===== config.mk =====
export PLATFORM = sky130hd
export DESIGN_NAME = usbl_link_ctrl
export DESIGN_NICKNAME = d
export VERILOG_FILES = /design/src/design/usbl_pkg.sv /design/src/design/usbl_link_ctrl.sv
export SDC_FILE = /design/constraint.sdc
export NUM_CORES = 1
export LEC_CHECK = 0
export BUFFER_PORTS_ARGS = -buffer_cell sky130_fd_sc_hd__buf_4
export CAP_MARGIN = 20
export CORE_UTILIZATION = 28
export DETAILED_ROUTE_END_ITERATION = 10
export HOLD_SLACK_MARGIN = 0.06
export PLACE_DENSITY_LB_ADDON = 0.3
export SLEW_MARGIN = 5
export SYNTH_ARGS = -nofsm -noshare
export SYNTH_HDL_FRONTEND = slang
export SYNTH_SLANG_ARGS = --single-unit

===== constraint.sdc =====
create_clock -name clk_i -period 3.1 [get_ports clk_i]
set_clock_uncertainty 0.1 [all_clocks]
set_input_delay 0.62 -clock clk_i [delete_from_list [all_inputs] [get_ports clk_i]]
set_output_delay 0.62 -clock clk_i [all_outputs]
set_load 0.02 [all_outputs]

===== src/design/usbl_pkg.sv =====
// Shared constants, register map and types for the USB device link control block.
package usbl_pkg;
  // System clock rate in MHz.
  localparam int unsigned CLK_MHZ         = 40;
  // Bus inactivity before suspend, in microseconds.
  localparam int unsigned SUSPEND_US      = 3000;
  // Bus inactivity before upstream resume starts, in microseconds.
  localparam int unsigned RMWK_IDLE_US    = 5000;
  // Length of the upstream resume drive, in microseconds.
  localparam int unsigned RESUME_DRIVE_US = 2000;

  // Endpoint count and index width.
  localparam int unsigned NUM_EP = 7;
  localparam int unsigned EPW    = 3;
  // Endpoint memory and the smallest endpoint size, in bytes.
  localparam logic [15:0] EP_MEM_BYTES = 16'h0200;
  localparam logic [15:0] EP_MIN_BYTES = 16'h0008;

  // Register byte addresses.
  localparam logic [7:0] ADR_CTRL  = 8'h00;
  localparam logic [7:0] ADR_DEV   = 8'h04;
  localparam logic [7:0] ADR_ADDR  = 8'h08;
  localparam logic [7:0] ADR_FLAGS = 8'h0C;
  localparam logic [7:0] ADR_STAT  = 8'h14;
  localparam logic [7:0] ADR_EPSEL = 8'h18;
  localparam logic [7:0] ADR_EPRST = 8'h1C;
  localparam logic [7:0] ADR_EPCFA = 8'h20;
  localparam logic [7:0] ADR_EPCFB = 8'h24;
  localparam logic [7:0] ADR_EPINT = 8'h2C;

  // Field positions.
  localparam int unsigned CTRL_EN  = 7;
  localparam int unsigned CTRL_FRZ = 5;
  localparam int unsigned DEV_DET  = 0;
  localparam int unsigned DEV_RMW  = 1;
  localparam int unsigned ADDR_EN  = 7;
  localparam int unsigned FLG_SUSP = 0;
  localparam int unsigned FLG_EORST = 2;
  localparam int unsigned FLG_WAKE = 3;
  localparam int unsigned FLG_EORES = 4;
  localparam int unsigned FLG_UPRES = 5;
  localparam int unsigned STA_SPD  = 0;
  localparam int unsigned STA_VBUS = 1;
  localparam int unsigned STA_CFOK = 3;
  localparam int unsigned STA_TOG  = 4;
  localparam int unsigned SEL_OVR  = 3;
  localparam int unsigned CFA_ENA  = 0;
  localparam int unsigned CFA_TCLR = 1;
  localparam int unsigned CFA_DIR  = 2;
  localparam int unsigned CFA_TYP  = 4;
  localparam int unsigned CFB_ALC  = 1;
  localparam int unsigned CFB_BNK  = 2;
  localparam int unsigned CFB_SIZ  = 4;

  // Reset values.
  localparam logic [1:0] CTRL_RST     = 2'h1;
  localparam logic       DETACH_RST   = 1'h1;
  localparam logic [6:0] ADDR_DEFAULT = 7'h00;

  // Line state reported by the transceiver and packet engine.
  typedef struct packed {
    logic vbus;
    logic idle;
    logic bus_reset;
    logic full_speed;
    logic host_eor;
  } usbl_line_t;

  // Remote wake-up sequencer states.
  typedef enum logic [1:0] {
    RW_IDLE  = 2'b00,
    RW_WAIT  = 2'b01,
    RW_DRIVE = 2'b10
  } usbl_rw_t;
endpackage : usbl_pkg


===== src/design/usbl_link_ctrl.sv =====
// Control logic of a full/low-speed USB device link behind a Wishbone slave.
// How it works
// Reset: clock frozen, registers default, detached.
// Pull-up on only when attached and VBUS present.
// Clearing controller enable resets the controller.
// Bus reset end sets flag, speed valid.
// Endpoint reset bit clears endpoint state, keeps toggle.
// Bus reset disables endpoints, resets control endpoint.
// Firmware selects endpoint before endpoint access.
// Disabled endpoint is held in reset.
// Firmware activates endpoint in documented order.
// No acknowledge while configuration is invalid.
// Disable resets endpoint and toggle, keeps configuration.
// Firmware enables address after zero-length status.
// Firmware never writes address and enable together.
// Respond to stored address only when enabled.
// Address field returns to zero on reset.
// Address enable cleared by resets and disable.
// 3 ms idle: full speed, suspend flag.
// Non-idle line sets wake-up flag anytime.
// Wake-up and suspend flags clear each other.
// Detach resets to one and gates pull-up.
// Remote wake-up after suspend, after 5 ms idle.
// Resume start sets flag; end clears request.
// Host end of resume sets its flag.
// Clock freeze gates clocks, resume detect stays.
// Disable also stops transceiver and clocks.
//
// The Wishbone register port and the register offsets are this design's own decisions.
`timescale 1ns/10ps
module usbl_link_ctrl #(
  parameter int unsigned SUSP_CYC = usbl_pkg::SUSPEND_US * usbl_pkg::CLK_MHZ,
  parameter int unsigned RMWK_CYC = usbl_pkg::RMWK_IDLE_US * usbl_pkg::CLK_MHZ,
  parameter int unsigned DRV_CYC  = usbl_pkg::RESUME_DRIVE_US * usbl_pkg::CLK_MHZ
) (
  input  wire logic                 clk_i,
  input  wire logic                 rst_i,
  input  wire logic                 wb_cyc_i,
  input  wire logic                 wb_stb_i,
  input  wire logic                 wb_we_i,
  input  wire logic [7:0]           wb_adr_i,
  input  wire logic [3:0]           wb_sel_i,
  input  wire logic [31:0]          wb_dat_i,
  output logic      [31:0]          wb_dat_o,
  output logic                      wb_ack_o,
  input  wire usbl_pkg::usbl_line_t line_i,
  input  wire logic [6:0]           ep_event_i,
  input  wire logic [6:0]           ep_toggle_i,
  output logic                      pullup_en_o,
  output logic                      xcvr_en_o,
  output logic                      clk_run_o,
  output logic                      resume_drive_o,
  output logic      [6:0]           dev_addr_o,
  output logic      [6:0]           ep_ack_en_o,
  output logic      [6:0]           ep_toggle_o
);
  localparam int unsigned NEP = usbl_pkg::NUM_EP;
  // Last cycle numbers of each timed interval; counts start at zero.
  localparam logic [23:0] SUSP_LAST = 24'(SUSP_CYC - 1);
  localparam logic [23:0] RMWK_LAST = 24'(RMWK_CYC - 1);
  localparam logic [23:0] DRV_LAST  = 24'(DRV_CYC - 1);

  logic             ack_q;        // Bus acknowledge, one cycle.
  logic [31:0]      rdat_q;       // Registered read data.
  logic [1:0]       ctrl_q;       // Enable (bit 1) and clock freeze (bit 0).
  logic             detach_q;     // Pull-up disconnect control.
  logic             rmw_q;        // Remote wake-up request.
  logic [6:0]       addr_q;       // Stored device address.
  logic             addr_en_q;    // Address enable.
  logic [7:0]       flags_q;      // Sticky event flags.
  logic             speed_q;      // Speed status, one is full speed.
  logic             brst_q;       // Bus reset level, one cycle old.
  logic             idle_q;       // Idle level, one cycle old.
  logic             had_susp_q;   // A suspend has been seen.
  logic [23:0]      idle_cnt_q;   // Continuous idle cycles.
  logic [23:0]      drv_cnt_q;    // Resume drive cycles.
  usbl_pkg::usbl_rw_t rw_q;       // Remote wake-up sequencer.
  logic [2:0]       endpoint_number_q;      // Selected endpoint number.
  logic             ovr_q;        // Endpoint select override.
  logic [6:0]       eprst_q;      // Endpoint reset bits.
  logic [6:0]       en_q;         // Endpoint enables.
  logic [6:0]       dir_q;        // Endpoint directions.
  logic [1:0]       type_q [NEP]; // Endpoint types.
  logic [2:0]       size_q [NEP]; // Endpoint size codes.
  logic [6:0]       bank_q;       // Two banks when set.
  logic [6:0]       memory_allocate_q;      // Memory allocated.
  logic [6:0]       evt_q;        // Endpoint interrupt bit.
  logic [6:0]       cfg_ok;       // Configuration valid per endpoint.
  logic [6:0]       hold;         // Endpoint held in reset.
  logic [7:0]       rd_d;         // Read mux result.

  // Decode of the bus request; a slave answers each request exactly once.
  logic       req, wr, rd, ctl_rst, run, brst_now, brst_end;
  logic       susp_set, wake_set, up_set, rw_end, ep_ok;
  logic [7:0] wd;
  assign req      = wb_cyc_i & wb_stb_i & ~ack_q;
  assign wr       = req & wb_we_i & wb_sel_i[0];
  assign rd       = req & ~wb_we_i;
  assign wd       = wb_dat_i[7:0];
  assign ctl_rst  = rst_i | ~ctrl_q[1];
  assign run      = ctrl_q[1] & ~ctrl_q[0];
  assign brst_now = line_i.bus_reset;
  assign brst_end = brst_q & ~line_i.bus_reset;
  assign wake_set = ctrl_q[1] & idle_q & ~line_i.idle;
  assign susp_set = run & line_i.idle & (idle_cnt_q == SUSP_LAST);
  assign up_set   = (rw_q == usbl_pkg::RW_WAIT) & run & line_i.idle
                    & (idle_cnt_q >= RMWK_LAST);
  assign rw_end   = (rw_q == usbl_pkg::RW_DRIVE) & (drv_cnt_q == DRV_LAST);
  assign ep_ok    = ~ovr_q & (32'(endpoint_number_q) < NEP);

  // Bytes an endpoint needs: size code scaled, doubled for two banks.
  function automatic logic [15:0] ep_bytes(input logic [2:0] code, input logic two);
    ep_bytes = (usbl_pkg::EP_MIN_BYTES << code) << two;
  endfunction : ep_bytes

  // Wishbone answer: ack one cycle after the request, then drop.
  always_ff @(posedge clk_i) begin
    if (rst_i) begin
      ack_q  <= 1'b0;
      rdat_q <= 32'h0000_0000;
    end else begin
      ack_q  <= req;
      if (rd) begin
        rdat_q <= {24'h00_0000, rd_d};
      end
    end
  end

  // Enable and freeze live outside the controller reset, else enable could not be set.
  always_ff @(posedge clk_i) begin
    if (rst_i) begin
      ctrl_q <= usbl_pkg::CTRL_RST;
    end else if (wr && wb_adr_i == usbl_pkg::ADR_CTRL) begin
      ctrl_q <= {wd[usbl_pkg::CTRL_EN], wd[usbl_pkg::CTRL_FRZ]};
    end
  end

  // Detach and remote wake-up request.
  always_ff @(posedge clk_i) begin
    if (ctl_rst) begin
      detach_q <= usbl_pkg::DETACH_RST;
      rmw_q    <= 1'b0;
    end else if (rw_end) begin
      rmw_q    <= 1'b0;
    end else if (wr && wb_adr_i == usbl_pkg::ADR_DEV) begin
      detach_q <= wd[usbl_pkg::DEV_DET];
      // A request without a prior suspend is ignored.
      if (wd[usbl_pkg::DEV_RMW] && had_susp_q) begin
        rmw_q <= 1'b1;
      end
    end
  end

  // Device address; firmware must write field and enable in separate writes.
  always_ff @(posedge clk_i) begin
    if (ctl_rst || brst_now) begin
      addr_q    <= usbl_pkg::ADDR_DEFAULT;
      addr_en_q <= 1'b0;
    end else if (wr && wb_adr_i == usbl_pkg::ADR_ADDR) begin
      addr_q    <= wd[6:0];
      addr_en_q <= wd[usbl_pkg::ADDR_EN];
    end
  end

  // Line history for edge detection and the idle counter.
  always_ff @(posedge clk_i) begin
    if (ctl_rst) begin
      brst_q     <= 1'b0;
      idle_q     <= 1'b1;
      idle_cnt_q <= 24'h00_0000;
    end else begin
      brst_q <= line_i.bus_reset;
      idle_q <= line_i.idle;
      // The count is held at zero while frozen; the line history and wake-up detection keep running.
      if (!run || !line_i.idle) begin
        idle_cnt_q <= 24'h00_0000;
      end else if (idle_cnt_q != 24'hFF_FFFF) begin
        idle_cnt_q <= idle_cnt_q + 24'h00_0001;
      end
    end
  end

  // Speed status: taken at bus reset end, forced full on suspend.
  always_ff @(posedge clk_i) begin
    if (ctl_rst) begin
      speed_q <= 1'b0;
    end else if (susp_set) begin
      speed_q <= 1'b1;
    end else if (brst_end) begin
      speed_q <= line_i.full_speed;
    end
  end

  // Sticky flags: write one to clear, a hardware set wins over the clear.
  always_ff @(posedge clk_i) begin
    logic [7:0] clr;
    clr = (wr && wb_adr_i == usbl_pkg::ADR_FLAGS) ? wd : 8'h00;
    if (ctl_rst) begin
      flags_q <= 8'h00;
    end else begin
      flags_q <= flags_q & ~clr;
      flags_q[usbl_pkg::FLG_SUSP] <= susp_set | (flags_q[usbl_pkg::FLG_SUSP]
        & ~clr[usbl_pkg::FLG_SUSP] & ~wake_set & ~up_set);
      flags_q[usbl_pkg::FLG_WAKE] <= wake_set | (flags_q[usbl_pkg::FLG_WAKE]
        & ~clr[usbl_pkg::FLG_WAKE] & ~susp_set);
      flags_q[usbl_pkg::FLG_EORST] <= brst_end |
        (flags_q[usbl_pkg::FLG_EORST] & ~clr[usbl_pkg::FLG_EORST]);
      flags_q[usbl_pkg::FLG_EORES] <= line_i.host_eor |
        (flags_q[usbl_pkg::FLG_EORES] & ~clr[usbl_pkg::FLG_EORES]);
      flags_q[usbl_pkg::FLG_UPRES] <= up_set |
        (flags_q[usbl_pkg::FLG_UPRES] & ~clr[usbl_pkg::FLG_UPRES]);
    end
  end

  // Remembers a suspend so that remote wake-up becomes legal.
  always_ff @(posedge clk_i) begin
    if (ctl_rst || brst_now) begin
      had_susp_q <= 1'b0;
    end else if (susp_set) begin
      had_susp_q <= 1'b1;
    end
  end

  // Remote wake-up sequencer: wait for idle, then drive resume.
  always_ff @(posedge clk_i) begin
    if (ctl_rst) begin
      rw_q      <= usbl_pkg::RW_IDLE;
      drv_cnt_q <= 24'h00_0000;
    end else begin
      unique case (rw_q)
        usbl_pkg::RW_IDLE: begin
          drv_cnt_q <= 24'h00_0000;
          if (rmw_q) begin
            rw_q <= usbl_pkg::RW_WAIT;
          end
        end
        usbl_pkg::RW_WAIT: begin
          if (up_set) begin
            rw_q <= usbl_pkg::RW_DRIVE;
          end
        end
        usbl_pkg::RW_DRIVE: begin
          drv_cnt_q <= drv_cnt_q + 24'h00_0001;
          if (rw_end) begin
            rw_q <= usbl_pkg::RW_IDLE;
          end
        end
        default: begin
          rw_q <= usbl_pkg::RW_IDLE;
        end
      endcase
    end
  end

  // Endpoint selection and endpoint reset bits; software clears the reset bits.
  always_ff @(posedge clk_i) begin
    if (ctl_rst) begin
      endpoint_number_q <= 3'h0;
      ovr_q   <= 1'b0;
      eprst_q <= 7'h00;
    end else begin
      if (wr && wb_adr_i == usbl_pkg::ADR_EPSEL) begin
        endpoint_number_q <= wd[2:0];
        ovr_q   <= wd[usbl_pkg::SEL_OVR];
      end
      if (wr && wb_adr_i == usbl_pkg::ADR_EPRST) begin
        eprst_q <= wd[6:0];
      end
    end
  end

  // Per-endpoint state; only the selected endpoint takes writes.
  for (genvar i = 0; i < NEP; i++) begin : g_ep
    logic sel, wa, wb;
    assign sel = ep_ok & (endpoint_number_q == 3'(i));
    assign wa  = wr & sel & (wb_adr_i == usbl_pkg::ADR_EPCFA);
    assign wb  = wr & sel & (wb_adr_i == usbl_pkg::ADR_EPCFB);
    assign hold[i] = ~en_q[i] | eprst_q[i] | ((i == 0) & brst_now);
    assign cfg_ok[i] = en_q[i] & memory_allocate_q[i] &
      (ep_bytes(size_q[i], bank_q[i]) <= usbl_pkg::EP_MEM_BYTES);

    // Enable: bus reset keeps only the control endpoint.
    always_ff @(posedge clk_i) begin
      if (ctl_rst || (brst_now && i != 0)) begin
        en_q[i] <= 1'b0;
      end else if (wa) begin
        en_q[i] <= wd[usbl_pkg::CFA_ENA];
      end
    end

    // Configuration survives disable and endpoint reset.
    always_ff @(posedge clk_i) begin
      if (ctl_rst) begin
        dir_q[i]   <= 1'b0;
        type_q[i]  <= 2'h0;
        size_q[i]  <= 3'h0;
        bank_q[i]  <= 1'b0;
        memory_allocate_q[i] <= 1'b0;
      end else if (wa) begin
        dir_q[i]  <= wd[usbl_pkg::CFA_DIR];
        type_q[i] <= wd[usbl_pkg::CFA_TYP +: 2];
      end else if (wb) begin
        size_q[i]  <= wd[usbl_pkg::CFB_SIZ +: 3];
        bank_q[i]  <= wd[usbl_pkg::CFB_BNK];
        memory_allocate_q[i] <= wd[usbl_pkg::CFB_ALC];
      end
    end

    // Data toggle: kept by endpoint reset, cleared by disable or command.
    always_ff @(posedge clk_i) begin
      if (ctl_rst || !en_q[i] || (brst_now && i == 0) ||
          (wa && wd[usbl_pkg::CFA_TCLR])) begin
        ep_toggle_o[i] <= 1'b0;
      end else if (ep_toggle_i[i]) begin
        ep_toggle_o[i] <= ~ep_toggle_o[i];
      end
    end

    // Endpoint interrupt bit: held clear in reset, set wins over clear.
    always_ff @(posedge clk_i) begin
      if (ctl_rst || hold[i]) begin
        evt_q[i] <= 1'b0;
      end else begin
        evt_q[i] <= ep_event_i[i] | (evt_q[i] &
          ~(wr && sel && wb_adr_i == usbl_pkg::ADR_EPINT && wd[0]));
      end
    end
  end

  // Read mux; endpoint registers read zero with no valid selection.
  always_comb begin
    logic [2:0] n;
    n    = ep_ok ? endpoint_number_q : 3'h0;
    rd_d = 8'h00;
    unique case (wb_adr_i)
      usbl_pkg::ADR_CTRL: begin
        rd_d[usbl_pkg::CTRL_EN]  = ctrl_q[1];
        rd_d[usbl_pkg::CTRL_FRZ] = ctrl_q[0];
      end
      usbl_pkg::ADR_DEV: begin
        rd_d[usbl_pkg::DEV_DET] = detach_q;
        rd_d[usbl_pkg::DEV_RMW] = rmw_q;
      end
      usbl_pkg::ADR_ADDR:  rd_d = {addr_en_q, addr_q};
      usbl_pkg::ADR_FLAGS: rd_d = flags_q;
      usbl_pkg::ADR_STAT: begin
        rd_d[usbl_pkg::STA_SPD]  = speed_q;
        rd_d[usbl_pkg::STA_VBUS] = line_i.vbus;
        rd_d[usbl_pkg::STA_CFOK] = ep_ok & cfg_ok[n];
        rd_d[usbl_pkg::STA_TOG]  = ep_ok & ep_toggle_o[n];
      end
      usbl_pkg::ADR_EPSEL: rd_d = {4'h0, ovr_q, endpoint_number_q};
      usbl_pkg::ADR_EPRST: rd_d = {1'b0, eprst_q};
      usbl_pkg::ADR_EPCFA: if (ep_ok) begin
        rd_d[usbl_pkg::CFA_ENA]      = en_q[n];
        rd_d[usbl_pkg::CFA_DIR]      = dir_q[n];
        rd_d[usbl_pkg::CFA_TYP +: 2] = type_q[n];
      end
      usbl_pkg::ADR_EPCFB: if (ep_ok) begin
        rd_d[usbl_pkg::CFB_SIZ +: 3] = size_q[n];
        rd_d[usbl_pkg::CFB_BNK]      = bank_q[n];
        rd_d[usbl_pkg::CFB_ALC]      = memory_allocate_q[n];
      end
      usbl_pkg::ADR_EPINT: rd_d[0] = ep_ok & evt_q[n];
      default: rd_d = 8'h00;
    endcase
  end

  // Registered pin controls; each lags its cause by one cycle.
  always_ff @(posedge clk_i) begin
    if (ctl_rst) begin
      pullup_en_o    <= 1'b0;
      xcvr_en_o      <= 1'b0;
      clk_run_o      <= 1'b0;
      resume_drive_o <= 1'b0;
      dev_addr_o     <= usbl_pkg::ADDR_DEFAULT;
      ep_ack_en_o    <= 7'h00;
    end else begin
      pullup_en_o    <= ~detach_q & line_i.vbus;
      xcvr_en_o      <= 1'b1;
      clk_run_o      <= run;
      resume_drive_o <= (rw_q == usbl_pkg::RW_DRIVE) & ~rw_end;
      dev_addr_o     <= addr_en_q ? addr_q : usbl_pkg::ADDR_DEFAULT;
      ep_ack_en_o    <= cfg_ok & ~hold;
    end
  end

  assign wb_ack_o = ack_q;
  assign wb_dat_o = rdat_q;

  chk_reset_state: assert property (@(posedge clk_i) $fell(rst_i) |->
    !clk_run_o && !pullup_en_o && detach_q) else $error("bad reset state");
  chk_pullup_gate: assert property (@(posedge clk_i) disable iff (rst_i)
    pullup_en_o |-> $past(!detach_q && line_i.vbus && ctrl_q[1]))
    else $error("pull-up without attach");
  chk_disable_all: assert property (@(posedge clk_i) disable iff (rst_i)
    !ctrl_q[1] |=> !xcvr_en_o && ep_ack_en_o == 7'h00 && !addr_en_q)
    else $error("disable did not reset");
  chk_eorst_flag: assert property (@(posedge clk_i) disable iff (rst_i)
    ctrl_q[1] && brst_end |=> flags_q[usbl_pkg::FLG_EORST])
    else $error("end of bus reset missed");
  chk_eprst_hold: assert property (@(posedge clk_i) disable iff (rst_i)
    eprst_q[1] |=> !ep_ack_en_o[1] && !evt_q[1]) else $error("endpoint reset failed");
  chk_busrst_eps: assert property (@(posedge clk_i) disable iff (rst_i)
    ctrl_q[1] && brst_now |=> en_q[6:1] == 6'h00 && !ep_toggle_o[0])
    else $error("bus reset left endpoints");
  chk_disabled_ep: assert property (@(posedge clk_i) disable iff (rst_i)
    !en_q[2] |=> !ep_toggle_o[2] && !ep_ack_en_o[2]) else $error("disabled endpoint live");
  chk_cfg_ack: assert property (@(posedge clk_i) disable iff (rst_i)
    ep_ack_en_o[0] |-> $past(cfg_ok[0])) else $error("ack without valid config");
  chk_addr_default: assert property (@(posedge clk_i) disable iff (rst_i)
    ctrl_q[1] && !addr_en_q |=> dev_addr_o == usbl_pkg::ADDR_DEFAULT)
    else $error("stored address used while disabled");
  chk_susp_flag: assert property (@(posedge clk_i) disable iff (rst_i)
    susp_set |=> flags_q[usbl_pkg::FLG_SUSP] && !flags_q[usbl_pkg::FLG_WAKE] && speed_q)
    else $error("suspend flag wrong");
  chk_wake_flag: assert property (@(posedge clk_i) disable iff (rst_i)
    wake_set && !susp_set |=> flags_q[usbl_pkg::FLG_WAKE] && !flags_q[usbl_pkg::FLG_SUSP])
    else $error("wake-up flag wrong");
  chk_resume_seq: assert property (@(posedge clk_i) disable iff (rst_i)
    up_set |=> flags_q[usbl_pkg::FLG_UPRES] && !flags_q[usbl_pkg::FLG_SUSP]
    ##1 resume_drive_o) else $error("upstream resume start wrong");
  chk_rmw_end: assert property (@(posedge clk_i) disable iff (rst_i)
    rw_end |=> !rmw_q && rw_q == usbl_pkg::RW_IDLE) else $error("request not cleared");
endmodule : usbl_link_ctrl


Yosys cells after proc, flatten, opt, wreduce, memory -nomap -nowiden

Memory sizes are Yosys's and may differ from the RTL's.
Cells that the tools add are included.

Register bits: 154
RAM bits: 35
Input bits: 68
Output and inout port bits: 58
Memories: 2

Memories:

| memory | words | width | rd ports | clocked after memory_dff | wr ports | RTL line             | text |
|---|---|---|---|---|---|---|---|
| size_q | 7     | 3     | 8        | 0                        | 7        | usbl_link_ctrl.sv:84 | `logic [2:0] size_q [NEP];` |
| type_q | 7     | 2     | 1        | 0                        | 7        | usbl_link_ctrl.sv:83 | `logic [1:0] type_q [NEP];` |

Add/subtract/negate cells: 2
$lt $le $gt $ge: 10
Equal/unequal tests: 23
Shift-type cells: 14
Muxes and demuxes: 102
Bitwise gates (word level): 163
Reductions and logical operators: 86

Operator list:

| operator                                                                           | count |
|---|---|
| 16-bit by 10-bit less-or-equal comparator with 1-bit output, second input constant | 7 |
| 16-bit by 1-bit << shifter with 16-bit output                                      | 7 |
| 4-bit by 3-bit << shifter with 16-bit output, first input constant                 | 7 |
| 1-bit bitwise AND                                                                  | 78 |
| 1-bit two-way mux                                                                  | 63 |
| 24-bit by 1-bit adder with 24-bit output, second input constant                    | 2 |
| 24-bit by 17-bit == test with 1-bit output, second input constant                  | 2 |
| 24-bit one-hot mux with 2 select lines                                             | 1 |
| 1-bit NOT                                                                          | 46 |
| 1-bit logical AND                                                                  | 35 |
| 1-bit bitwise OR                                                                   | 35 |
| 3-bit two-way mux                                                                  | 9 |
| 8-bit by 5-bit == test with 1-bit output, second input constant                    | 3 |
| 8-bit by 6-bit == test with 1-bit output, second input constant                    | 3 |
| 24-bit by 18-bit >= comparator with 1-bit output, second input constant            | 1 |
| 1-bit logical OR                                                                   | 24 |
| 2-bit two-way mux                                                                  | 12 |
| 24-bit inequality test, second input constant                                      | 1 |
| 1-bit binary-select mux with 3-bit select                                          | 7 |
| 1-bit one-hot mux with 6 select lines                                              | 3 |
| 2-bit AND reduction                                                                | 9 |
| 8-bit by 4-bit == test with 1-bit output, second input constant                    | 2 |
| 3-bit == test, second input constant                                               | 3 |
| 1-bit logical NOT                                                                  | 9 |
| other kinds (25)                                                                   | 31 |

Depth between registers and ports, before layout

Depth after elaboration: 11
Gate-level depth with buffers: 8
Mapped depth without buffers: 6

Least setup slack after synthesis

OpenSTA, ideal clock, no wires.

Path kind: input to register
Start point: input port wb_adr_i[4]
End point: memory type_q[5][0], enable pin
Data arrival time: 1.936 ns
Required time: 2.703 ns
Setup slack: 0.767 ns
Cell stages on the path: 8
Buffers on the path: 4
Cells stage by stage: buf_2 nor4b_4 buf_4 and3_1 buf_2 buf_2 nand2_1 nand2_1

RTL lines:

| what        | RTL line             | text |
|---|---|---|
| from (decl) | usbl_link_ctrl.sv:41 | `input wire logic [7:0] wb_adr_i,` |
| to (decl)   | usbl_link_ctrl.sv:83 |  |

==> results.sh <==
export IMPL_grt_max_degree=29
export IMPL_design_area_sq_mm=0.01119
export IMPL_outcome="completed"
export IMPL_grt_pass1_wl_um=45820
export IMPL_crit_chain="nand2b_1 > or4_4 > or2_1 > nand2_1"
export IMPL_syn2layout_area_growth_pct=17.66
export IMPL_hold_buffers=0
export IMPL_fmax_ghz=0.3919
export IMPL_crit_slowest_cell="dfxtp_1"
export IMPL_power_total_w=0.005017
export IMPL_antenna_found_initial=0
export IMPL_synth_area_sq_mm=0.009509
export IMPL_yosysUniqueCellTypes=87
export IMPL_ctsResizeCount=0
export IMPL_p_sw_share_pct=23.01
export IMPL_crit_path_max_incr_delay_ns=0.74
export IMPL_slew_viol_final=0
export IMPL_wl_um=30210
export IMPL_multiInputGateArea_sq_mm=0.004938
export IMPL_dieArea_sq_mm=0.03470
export IMPL_p_leak_nw=3.857
export IMPL_synth_edff_count=35
export IMPL_path_max_fanout=17
export IMPL_tightest_slew_ns=0.8366
export IMPL_rr_startpoint="endpoint_number_q[2]"
export IMPL_pwr_share_seq_pct=49.7
export IMPL_period_minus_slack_ns=2.552
export IMPL_reg2reg_depth=4
export IMPL_tns_ns=0
export IMPL_peakVddDrop_v=0.0002411
export IMPL_nets=1203
export IMPL_clk_pin_slew_ns=0.08
export IMPL_drv_cap=0
export IMPL_place_area_sq_mm=0.01056
export IMPL_clock_path_buffers=2
export IMPL_critical_path_class="reg2reg"
export IMPL_rows=67
export IMPL_worstHoldPathType="in2reg"
export IMPL_synth_warnings=0
export IMPL_diodes=0
export IMPL_core_sq_mm=0.03345
export IMPL_crit_path_end_kind="flop"
export IMPL_cts_tree="done"
export IMPL_synth_seq_cells=189
export IMPL_fin_hold_ws_ns=0.2801
export IMPL_chipHeight_um=186.3
export IMPL_synth_cells=1062
export IMPL_die_x_um=186.3
export IMPL_synth_top_flop_cell="dfxtp_1"
export IMPL_clk_insertion_delay_late_ns=0.45
export IMPL_gp_congestion=0.9528
export IMPL_min_from="line_i[0]"
export IMPL_r2r_slack_ns=0.55
export IMPL_cts_made_buffers=17
export IMPL_wl_per_cell_um=18.95
export IMPL_final_common_cell="dfxtp_1"
export IMPL_drt_pass1_iter_count=5
export IMPL_power_density_mw_per_mm2=448.4
export IMPL_worstPathRequired_ns=3.15
export IMPL_place_hpwl_um=22470
export IMPL_critPathArrivalTime_ns=2.61
export IMPL_num_vias=8322
export IMPL_ioPinCount=126
export IMPL_yosysSeqAreaShare_pct=43.47
export IMPL_first_iter_violations=667
export IMPL_post_cts_buffers=0
export IMPL_synth_async_reset_ratio_pct=0
export IMPL_postRouteAntennaNets=0
export IMPL_yosys_top_cells_area="dfxtp_1 32%, edfxtp_1 11%, nor2_1 4.3%, nand2_1 4.1%, mux2i_1 3.4%"
export IMPL_intPower_w=0.003862
export IMPL_finalSetupViolCount=0
export IMPL_post_route_util_pct=33.45
export IMPL_viasPerCell=5.221
export IMPL_clock_sinks=189
export IMPL_clock_root_buffer="clkbuf_16"
export IMPL_drc=0
export IMPL_hold_path_end="flags_q[4]"
export IMPL_track_usage_pct=17.57
export IMPL_overflow=0
export IMPL_htreeDepth=4
export IMPL_fillers=3482
export IMPL_initial_core_util_pct=28.43
export IMPL_switching_power_w=0.001154
export IMPL_p_comb_share_pct=3.8
export IMPL_drive_above_1_share_pct=17.54
export IMPL_finalHoldViolations=0
export IMPL_grt_pass1_vias=7632
export IMPL_period_share_pct=82.32
export IMPL_startpoint_type="flop"
export IMPL_synth_top_cell_by_area="dfxtp_1"
export IMPL_timing_rr_end="type_q[6][1]"
export IMPL_layout_common_cells="154 x dfxtp_1, 112 x buf_4, 110 x nor2_1, 105 x nand2_1, 60 x a21oi_1"
export IMPL_rsz0062_at_grt="no"
export IMPL_hold_depth=3
export IMPL_max_slew_margin_rel_pct=44.22
export IMPL_syn_avg_cell_area_sq_um=8.954
export IMPL_register_area_sq_mm=0.004134
export IMPL_yosysTopAreaCellShare_pct=32.42
export IMPL_clkPwrFrac_pct=46.5
export IMPL_portBuffers=74
[power groups by stage]
stage / sequential (W) / clock [W] / combinational [W]
after floorplan: 0.00255 / 0 / 0.000114
after global placement: 0.00255 / 0 / 0.000191
after detailed placement: 0.00255 / 0 / 0.000190
after CTS: 0.00249 / 0.00239 / 0.000191
after global routing: 0.00249 / 0.00247 / 0.000204
final: 0.00249 / 0.00233 / 0.000192
[sequential cells by signal, indices dropped and copies added, names as in the netlist, 8 cells and up]
signal      flops
type_q         14
flags_q         8
drv_cnt_q      24
idle_cnt_q     24
size_q         21
wb_dat_o        8
[synth_stat cells (10+ instances only)]
master and n:
buf_2 20, a22o_1 14, nand2b_1 12, nor4_1 11
nand2_1 105, a22oi_1 10, clkbuf_1 31, a31oi_1 14
o21ai_0 22, a211oi_1 13, dfxtp_1 154, and2_1 28
nor2_1 110, a21oi_1 60, nand3_1 47, mux2_2 11
nor3_1 36, o211ai_1 15, nor2b_1 10, edfxtp_1 35
xor2_1 19, xnor2_1 21, inv_1 21, and3_1 14
nand4_1 15, mux2i_1 32, buf_4 26
[metrics by stage]
stage,worst slack [ns],cells
6_report,0.5482,1594
5_1_grt,0.4635,1594
4_1_cts,0.5915,1594
3_5_place_dp,0.3818,1562
3_3_place_gp,0.4112,1562
2_1_floorplan,0.7666,1085
[layout make-up]
class,count,area share [%]
multi-input cells,789,44.14
flip-flops and latches,189,36.95
repair buffers,112,7.515
well taps,448,5.010
clock buffers,21,4.317
clock inverters,11,1.264
inverters,24,0.8052
[cell families (layout without fill, tap and decap cells)]
kind of cell,count (synthesis),after routing,share of synthesized area (%)
buffers and inverters,107,168,5.592
DFF,189,189,43.47
xor gates and xnor gates,40,40,3.684
and+or+nand+nor,462,462,26.17
AOI/OAI and AO/OA,215,215,15.40
adders and majority gates,2,2,0.2631
other,1,24,0.03944
muxes,46,46,5.382
[metal layers]
layer	global-route usage (%)	routed length, um	vias to the layer above
li1	-	-	3962
met1	25.29	14480	3992
met2	26.04	13030	321
met3	2.784	1870	47
met4	6.918	834	0
met5	0	0	-
[how the worst max path moves through the flow]
| stage | start | slack (ns) | to | cells past startpoint |
|---|---|---|---|---|
| after floorplan | wb_adr_i[4] | 0.77 | type_q[5][0] | 8 |
| after global placement | wb_adr_i[4] | 0.41 | wb_dat_o[4] | 7 |
| after detailed placement | wb_adr_i[4] | 0.38 | wb_dat_o[4] | 7 |
| after CTS | endpoint_number_q[2] | 0.59 | type_q[6][1] | 4 |
| after global routing | endpoint_number_q[2] | 0.46 | type_q[6][0] | 4 |
| final | endpoint_number_q[2] | 0.55 | type_q[6][1] | 4 |
[critical path, delay by kind of cell (launching register included)]
family / cells / cell delay [ns]
and+or+nand+nor: 4 / 1.42
DFF: 1 / 0.74
Power figures use the tool's default switching activity.
